--- config.mk ---
export PLATFORM = sky130hd
export DESIGN_NAME = port0_pin_function_select
export DESIGN_NICKNAME = d
export VERILOG_FILES = /design/src/inc/pin_mux_pkg.sv /design/src/rtl/cfg_reg.sv /design/src/rtl/pin_sync.sv /design/src/rtl/port0_pin_function_select.sv
export SDC_FILE = /design/constraint.sdc
export NUM_CORES = 1
export LEC_CHECK = 0
export BUFFER_PORTS_ARGS = -buffer_cell sky130_fd_sc_hd__buf_2
export CAP_MARGIN = 5
export CORE_AREA = 2 2 80 67
export CTS_BUF_LIST = sky130_fd_sc_hd__clkbuf_8
export CTS_CLUSTER_DIAMETER = 120
export DETAILED_ROUTE_END_ITERATION = 10
export DIE_AREA = 0 0 82 69
export PLACE_DENSITY = 0.95
export SYNTH_ARGS = -nofsm -noshare
export SYNTH_HDL_FRONTEND = slang
export SYNTH_HIERARCHICAL = 1
export SYNTH_SLANG_ARGS = --single-unit
--- constraint.sdc ---
create_clock -name pclk -period 4.6 [get_ports pclk]
set_input_delay 0.92 -clock pclk [delete_from_list [all_inputs] [get_ports pclk]]
set_output_delay 0.92 -clock pclk [all_outputs]
set_load 0.005 [all_outputs]
--- src/inc/pin_mux_pkg.sv ---
package pin_mux_pkg;
	// ----------------------------------------------------------------
	// register map
	// ----------------------------------------------------------------
	// word indexes: each byte address is four times its index
	localparam logic [15:0] pin0_function_select_off = 16'ha050;
	localparam logic [15:0] pin1_function_select_off = 16'ha051;
	localparam logic [15:0] pin2_function_select_off = 16'ha052;
	localparam int num_pins = 3;
	localparam logic [7:0] cfg_reset = 8'h00;
	// ----------------------------------------------------------------
	// field positions
	// ----------------------------------------------------------------
	localparam int general_io_enable_bit = 0;
	localparam int pin_irq_a_route_bit = 1;
	localparam int pin_irq_b_route_bit = 2;
	localparam int spi_select_pin_enable_bit = 3;
	localparam int ccp_pin_enable_bit = 4;
	localparam int touch_enable_bit = 7;
	// writable bits per pin
	localparam logic [7:0] pin0_write_mask = 8'h9f;
	localparam logic [7:0] pin1_write_mask = 8'h97;
	localparam logic [7:0] pin2_write_mask = 8'h87;
	// ----------------------------------------------------------------
	// pad input synchroniser
	// ----------------------------------------------------------------
	localparam int sync_stages = 3;
endpackage

--- src/rtl/cfg_reg.sv ---
`timescale 1ns/1ps
module cfg_reg #(
	parameter logic [7:0] write_mask = 8'hff,
	parameter logic [7:0] reset_value = 8'h00
) (
	input wire logic pclk, // system clock
	input wire logic presetn, // async reset, active low
	input wire logic wr_en, // write strobe
	input wire logic [7:0] wr_data, // write data
	output logic [7:0] value // register contents
);
	typedef struct packed {
		logic [7:0] val;
	} state_t;
	state_t s_q, s_d;

	always_comb begin
		s_d = s_q;
		if (wr_en) begin
			s_d.val = wr_data & write_mask;
		end
	end

	always_ff @(posedge pclk or negedge presetn) begin
		if (!presetn) begin
			s_q <= '{val: reset_value};
		end else begin
			s_q <= s_d;
		end
	end

	assign value = s_q.val;
endmodule // cfg_reg

--- src/rtl/pin_sync.sv ---
`timescale 1ns/1ps
module pin_sync (
	input wire logic pclk, // system clock
	input wire logic presetn, // async reset, active low
	input wire logic pin_in, // raw pad level
	output logic level // filtered level
);
	typedef struct packed {
		logic [2:0] sh;
		logic lvl;
	} state_t;
	state_t s_q, s_d;

	always_comb begin
		s_d = s_q;
		s_d.sh = {s_q.sh[1:0], pin_in};
		// accept a change once stages two and three agree
		if (s_q.sh[1] == s_q.sh[2]) begin
			s_d.lvl = s_q.sh[2];
		end
	end

	always_ff @(posedge pclk or negedge presetn) begin
		if (!presetn) begin
			s_q <= '0;
		end else begin
			s_q <= s_d;
		end
	end

	assign level = s_q.lvl;
endmodule // pin_sync

--- src/rtl/port0_pin_function_select.sv ---
// Behaviour
// - each of the three pins has its own function configuration register
// - registers read and write, and reset to zero
// - bit 0 connects the pin to general-purpose I/O
// - general I/O stays disconnected after reset until software sets bit 0
// - bit 1 routes the pin input into interrupt line a
// - bit 2 routes the pin input into interrupt line b
// - several pins on one line are ORed together
// - one pin may feed both interrupt lines at once
// - pin 0 bit 3 makes it the SPI slave-select input
// - pin 0 bit 4 makes it capture/compare channel 4 I/O
// - pin 1 bit 4 makes it capture/compare channel 5 I/O
// - bit 7 enables touch controller two on pin 0, touch inputs on pins 1, 2
`timescale 1ns/1ps
module port0_pin_function_select
	import pin_mux_pkg::*;
(
	input wire logic pclk, // system clock
	input wire logic presetn, // async reset, active low
	// ----------------------------------------------------------------
	// apb slave
	// ----------------------------------------------------------------
	input wire logic psel, // select
	input wire logic penable, // access phase
	input wire logic pwrite, // write
	input wire logic [17:0] paddr, // byte address
	input wire logic [31:0] pwdata, // write data
	input wire logic [3:0] pstrb, // byte strobes
	output logic [31:0] prdata, // read data
	output logic pready, // ready
	output logic pslverr, // error on unmapped address
	// ----------------------------------------------------------------
	// pads
	// ----------------------------------------------------------------
	input wire logic [2:0] pad_in, // pad input levels
	output logic [2:0] pad_out, // pad output levels
	output logic [2:0] pad_oe, // pad output enable, high drives
	// ----------------------------------------------------------------
	// general-purpose I/O logic
	// ----------------------------------------------------------------
	input wire logic [2:0] gpio_out, // gpio output data
	input wire logic [2:0] gpio_oe, // gpio output enable
	output logic [2:0] gpio_in, // pin level to gpio, 0 when off
	// ----------------------------------------------------------------
	// pin interrupt lines
	// ----------------------------------------------------------------
	output logic pin_irq_a, // or of routed pin inputs
	output logic pin_irq_b, // or of routed pin inputs
	// ----------------------------------------------------------------
	// peripherals
	// ----------------------------------------------------------------
	output logic spi_select_n, // spi slave select, 1 when unrouted
	input wire logic capture_compare_ch4_out, // ch4 output
	input wire logic capture_compare_ch4_oe, // ch4 output enable
	output logic capture_compare_ch4_in, // ch4 capture input
	input wire logic capture_compare_ch5_out, // ch5 output
	input wire logic capture_compare_ch5_oe, // ch5 output enable
	output logic capture_compare_ch5_in, // ch5 capture input
	output logic touch_ctrl_two_enable, // touch controller two on pin 0
	output logic touch_input_one_enable, // touch input on pin 1
	output logic touch_input_two_enable // touch input on pin 2
);
	import pin_mux_pkg::*;

	// ----------------------------------------------------------------
	// register file
	// ----------------------------------------------------------------
	logic [7:0] cfg [num_pins];
	logic [num_pins-1:0] hit;
	logic [2:0] lvl;
	logic wr_go;

	// write lands on the completing edge, where pready is sampled high
	assign wr_go = psel & penable & pwrite & pstrb[0] & pready;
	assign hit[0] = paddr == {pin0_function_select_off, 2'b00};
	assign hit[1] = paddr == {pin1_function_select_off, 2'b00};
	assign hit[2] = paddr == {pin2_function_select_off, 2'b00};

	cfg_reg #(.write_mask(pin0_write_mask), .reset_value(cfg_reset)) u_cfg0 (
		.pclk(pclk),
		.presetn(presetn),
		.wr_en(wr_go & hit[0]),
		.wr_data(pwdata[7:0]),
		.value(cfg[0])
	);
	cfg_reg #(.write_mask(pin1_write_mask), .reset_value(cfg_reset)) u_cfg1 (
		.pclk(pclk),
		.presetn(presetn),
		.wr_en(wr_go & hit[1]),
		.wr_data(pwdata[7:0]),
		.value(cfg[1])
	);
	cfg_reg #(.write_mask(pin2_write_mask), .reset_value(cfg_reset)) u_cfg2 (
		.pclk(pclk),
		.presetn(presetn),
		.wr_en(wr_go & hit[2]),
		.wr_data(pwdata[7:0]),
		.value(cfg[2])
	);

	// ----------------------------------------------------------------
	// pad input synchronisers
	// ----------------------------------------------------------------
	for (genvar i = 0; i < num_pins; i++) begin : g_sync
		pin_sync u_sync (
			.pclk(pclk),
			.presetn(presetn),
			.pin_in(pad_in[i]),
			.level(lvl[i])
		);
	end

	// ----------------------------------------------------------------
	// registered outputs
	// ----------------------------------------------------------------
	typedef struct packed {
		logic [31:0] rdata;
		logic rdy;
		logic err;
		logic [2:0] pout;
		logic [2:0] poe;
		logic [2:0] gin;
		logic irq_a;
		logic irq_b;
		logic ssn;
		logic cc4_in;
		logic cc5_in;
		logic tk0;
		logic tk1;
		logic tk2;
	} state_t;
	state_t s_q, s_d;

	always_comb begin
		s_d = s_q;
		// apb: one wait state, answer in the cycle after the access phase opens
		s_d.rdy = psel & penable & ~s_q.rdy;
		s_d.err = psel & penable & ~s_q.rdy & ~(|hit);
		s_d.rdata = 32'h0000_0000;
		if (psel & penable & ~s_q.rdy & ~pwrite) begin
			for (int i = 0; i < num_pins; i++) begin
				if (hit[i]) begin
					s_d.rdata = {24'h00_0000, cfg[i]};
				end
			end
		end
		// general I/O path only when enabled
		for (int i = 0; i < num_pins; i++) begin
			s_d.gin[i] = cfg[i][general_io_enable_bit] & lvl[i];
			s_d.pout[i] = gpio_out[i];
			s_d.poe[i] = cfg[i][general_io_enable_bit] & gpio_oe[i];
		end
		// capture/compare take the pad over from general I/O
		if (cfg[0][ccp_pin_enable_bit]) begin
			s_d.pout[0] = capture_compare_ch4_out;
			s_d.poe[0] = capture_compare_ch4_oe;
		end
		if (cfg[1][ccp_pin_enable_bit]) begin
			s_d.pout[1] = capture_compare_ch5_out;
			s_d.poe[1] = capture_compare_ch5_oe;
		end
		s_d.cc4_in = cfg[0][ccp_pin_enable_bit] & lvl[0];
		s_d.cc5_in = cfg[1][ccp_pin_enable_bit] & lvl[1];
		s_d.ssn = cfg[0][spi_select_pin_enable_bit] ? lvl[0] : 1'b1;
		// interrupt lines combine every routed pin
		s_d.irq_a = 1'b0;
		s_d.irq_b = 1'b0;
		for (int i = 0; i < num_pins; i++) begin
			s_d.irq_a = s_d.irq_a | (cfg[i][pin_irq_a_route_bit] & lvl[i]);
			s_d.irq_b = s_d.irq_b | (cfg[i][pin_irq_b_route_bit] & lvl[i]);
		end
		s_d.tk0 = cfg[0][touch_enable_bit];
		s_d.tk1 = cfg[1][touch_enable_bit];
		s_d.tk2 = cfg[2][touch_enable_bit];
	end

	always_ff @(posedge pclk or negedge presetn) begin
		if (!presetn) begin
			s_q <= '0;
			s_q.ssn <= 1'b1;
		end else begin
			s_q <= s_d;
		end
	end

	assign prdata = s_q.rdata;
	assign pready = s_q.rdy;
	assign pslverr = s_q.err;
	assign pad_out = s_q.pout;
	assign pad_oe = s_q.poe;
	assign gpio_in = s_q.gin;
	assign pin_irq_a = s_q.irq_a;
	assign pin_irq_b = s_q.irq_b;
	assign spi_select_n = s_q.ssn;
	assign capture_compare_ch4_in = s_q.cc4_in;
	assign capture_compare_ch5_in = s_q.cc5_in;
	assign touch_ctrl_two_enable = s_q.tk0;
	assign touch_input_one_enable = s_q.tk1;
	assign touch_input_two_enable = s_q.tk2;
endmodule // port0_pin_function_select

==> impl.org <==
** Outcome
- The run finished with clean final reports.

** Pwr
- Lkg Pwr :: 1.43 nW
- Maximum VDD drop :: 0.000164 V
- The design draws 0.804 mW.
- Total power divided by cell area :: 300 nW/um2

** Finish
- Cells fill 55.5% of the core in the end.
- The library cell used most frequently in the layout, excluding fill and tap cells, is sky130_fd_sc_hd__buf_2.
- Antenna diodes :: 0
- Number of inserted filler cells in the final layout :: 402
- Once layout is complete, the cells apart from fillers number 305.
- After routing the design area is 2680 um2.
- In the final layout, the share of cells above drive strength 1 is 43.6%.
- Post-synthesis to final-layout area growth :: 14.5%
- In the layout the commonest cells are sky130_fd_sc_hd__buf_2, sky130_fd_sc_hd__dfrtp_1, sky130_fd_sc_hd__conb_1, sky130_fd_sc_hd__mux2_2.
- Layout Nets :: approximately 310

** GRT
- Number of antenna violations at the first check in global routing :: 0
- The first global-routing pass estimated 6.42 mm of wire.
- Global routing used between 15 and 20% of the available tracks.
- The via count of the first global-routing pass was about 1400.
- Entering global routing, the biggest net connects 55 pins.
- Overflow after GRT :: 0

** Die
- The core region is 4830 um2.
- The floorplan step set the die width to 82 um.
- The die covers 5660 um2.
- Initial core utilization :: 48.4%
- From bottom edge to top edge, the die measures a little under 70 um.
- After floorplanning, the core was divided into 23 placement rows.
- 123 I/O pins were placed.

** Critical path
- For this design, the slowest cell found on the critical path is sky130_fd_sc_hd__nor4_1.
- The worst register-to-register path begins at pready.
- CP Data Required Time :: between 4000 and 5000 ps
- On the worst path, the slowest cell contributes a delay of 940 ps.
- The number of cells on the worst reg-to-reg path is 4.
- Maximum fanout along the worst path :: 12
- Crit path arrival time :: roughly 3200 ps
- Cell-by-cell trace of the critical path :: buf_2, nor4b_2, nand4_1, nor4_1, mux2_2
- Type of the setup path with the least slack :: in -> reg
- The worst register-to-register path ends at u_cfg2/value[2].
- Setup slack on the worst reg-to-reg path comes out at around 2600 ps.
- Sort of element at the end of the critical path :: flip-flop
- Critical path launch point type :: primary input

** Placed design
- Placed insts :: 297
- Worst setup slack after placement :: ~1300 ps
- Cell area after placement :: between 2000 and 3000 um2
- Once detailed placement completed, the half-perimeter wirelength came to between 2 and 3 mm.
- Final weighted congestion in routability-driven placement :: 0.755
- Port buffering added 69 buffers.

** Timing
- Setup repair after global routing missed its margin :: false
- Final min period :: 2950 ps
- Max-Slew Margin vs Limit :: 24.9%
- Between clock sinks in the finished design, the worst skew comes to approximately 8.0 ps.
- Setup violations remaining at the end of the flow were counted as 0.
- Dividing the final minimum period by the clock period gives 64.1%.
- Derived from the worst setup path, the maximum achievable clock frequency is 339 MHz.
- After layout, the worst setup slack is 1650 ps.
- Actual slew at the worst max-slew pin :: 1130 ps
- Worst Hold Margin :: 356 ps
- Final count of pins violating max slew :: 0
- Final hold violations :: 0
- Summed over all failing endpoints, the final setup total negative slack is 0 ps.

** Clock network
- TritonCTS built the clock tree.
- The later pin in the worst-skew pair is clocked with a latency of 310 ps.
- Clock tree synthesis inserted a total of 5 buffers.
- Number of buffers inserted to repair setup after CTS :: 0
- For this design, the sink count on the clock tree is 54.
- CTS HTree Levels :: 2
- Total of cells resized after clock tree synthesis :: 0
- Clock-pin slew was measured on the worst setup and hold paths at about 90 ps.
- For this design, the CTS-stage hold fixing added 0 buffers.
- The clock passes through at most 2 buffers.
- CTS Root Buffer Type :: sky130_fd_sc_hd__clkbuf_8

** Routing
- After detailed routing, the number of remaining DRC violations is 0.
- Antenna viol nets, final :: 0
- Final routed wirelength across all metal layers :: roughly 4.0 mm
- Across all layers, the routed design uses roughly 1400 vias.
- Ratio of routed vias to standard cells :: 4.65
- Dividing the detail-routed wire length by the instance count gives 13.0 um.
- The first detailed-routing pass ran for 4 iterations.
- The first routing iteration left 89 violations.

** Synthesis
- The average instance in the mapped netlist occupies 13.4 um2.
- Yosys printed 6 warnings.
- Area of the mapped netlist :: 2340 um2
- Sequential cell area fraction in the yosys report :: 57.7%
- Cell types occupying the most area after synthesis :: sky130_fd_sc_hd__dfrtp_1, sky130_fd_sc_hd__buf_4, sky130_fd_sc_hd__mux2_2, sky130_fd_sc_hd__mux2_4, sky130_fd_sc_hd__mux2i_1
- The number of different library cells used by synthesis comes to 33.
- Count of mapped cells out of synthesis :: 175
- In this run, synthesis produced a sequential element count of 54.
- In this run the biggest area consumer among cell types represents 56.6% of the synthesized area.
- Of all cell types, the one taking the most synthesized area is sky130_fd_sc_hd__dfrtp_1.

** Worst hold path
- The worst hold path begins at g_sync[1].u_sync/s_d[2].
- The worst hold path was traced through 0 stages.
- Hold Path End :: g_sync[1].u_sync/s_d[3]
- In this run the worst hold path is classified as reg -> reg.

** Job
- The tool flagged a number of max-cap violations equal to 0.
registers in the layout, indices dropped and copies added, names as in the netlist:
signal	count
u_cfg0/value	6
pslverr	1
pin_irq_a	1
g_sync.u_sync/s_d	6
gpio_in	3
pin_irq_b	1
touch_input_two_enable	1
u_cfg1/value	5
pready	1
g_sync.u_sync/level	3
touch_ctrl_two_enable	1
touch_input_one_enable	1
pad_out	3
pad_oe	3
capture_compare_ch4_in	1
capture_compare_ch5_in	1
u_cfg2/value	4
prdata	8
spi_select_n	1
g_sync.u_sync/s_q	3
routing by layer:
layer,track usage [%],share of wire (%),wire length (um)
met4,7.22,2.0,80
met1,18.3,40,1590
met3,5.10,7.3,292
met5,0,0,0
met2,23.8,51,2020
cell families (layout without fill, tap and decap cells):
logic type / Yosys count / count (layout) / share of synthesized area, %
other: 4 / 33 / 0.641
flip-flops: 54 / 54 / 57.7
buffers and inverters: 42 / 81 / 12.8
AO/OA/AOI/OAI: 13 / 13 / 4.59
adder cells (fa/ha/maj): 3 / 3 / 1.44
multiplexers: 25 / 25 / 12.6
AND/OR/NAND/NOR: 34 / 34 / 10.2
final cells by class:
cell class / instances / area, um2 / share of cell area (%)
clock buffer: 5 / 68.8 / 2.57
timing repair buffer: 70 / 353 / 13.2
sequential: 54 / 1350 / 50.4
multi-input combinational: 108 / 798 / 29.8
tap: 62 / 77.6 / 2.89
clock inverter: 3 / 21.3 / 0.793
inverter: 3 / 11.3 / 0.420
worst max-delay path by stage:
stage | from | endpoint | slack (ps) | depth (start not counted)
floorplan | paddr[12] | u_cfg1/value[0] | 2030 | 4
global placement | paddr[0] | u_cfg2/value[1] | 1320 | 5
detailed placement | paddr[0] | u_cfg2/value[2] | 1340 | 5
CTS | paddr[0] | u_cfg2/value[2] | 1620 | 5
global route | paddr[0] | u_cfg2/value[2] | 1440 | 5
finish | paddr[0] | u_cfg2/value[2] | 1650 | 5
synth_stat cells, drive strengths merged:
library cell  number
dfrtp             53
buf               37
mux2              17
a2bb2oi            8
mux2i              8
nor3               8
and2               7
nand2              5
conb               4
inv                3
maj3               3
nor4               3
nor4b              3
a222oi             2
clkbuf             2
o21ai              2
and4bb             1
dfstp              1
nand2b             1
nand3              1
nand4              1
nor2               1
nor2b              1
o21a               1
or2                1
or3                1
critical path, delay by kind of cell:
family	cells	cell delay [ps]
buf+inv	1	100
mux	1	410
simple gates	3	1710
report_power, final:
part | leakage, nW | switching, mW | internal, mW
Clock | 0.0441 | 0.151 | 0.107
Sequential | 0.715 | 0.00619 | 0.483
Combinational | 0.673 | 0.0310 | 0.0254
Power figures use the tool's default switching activity.
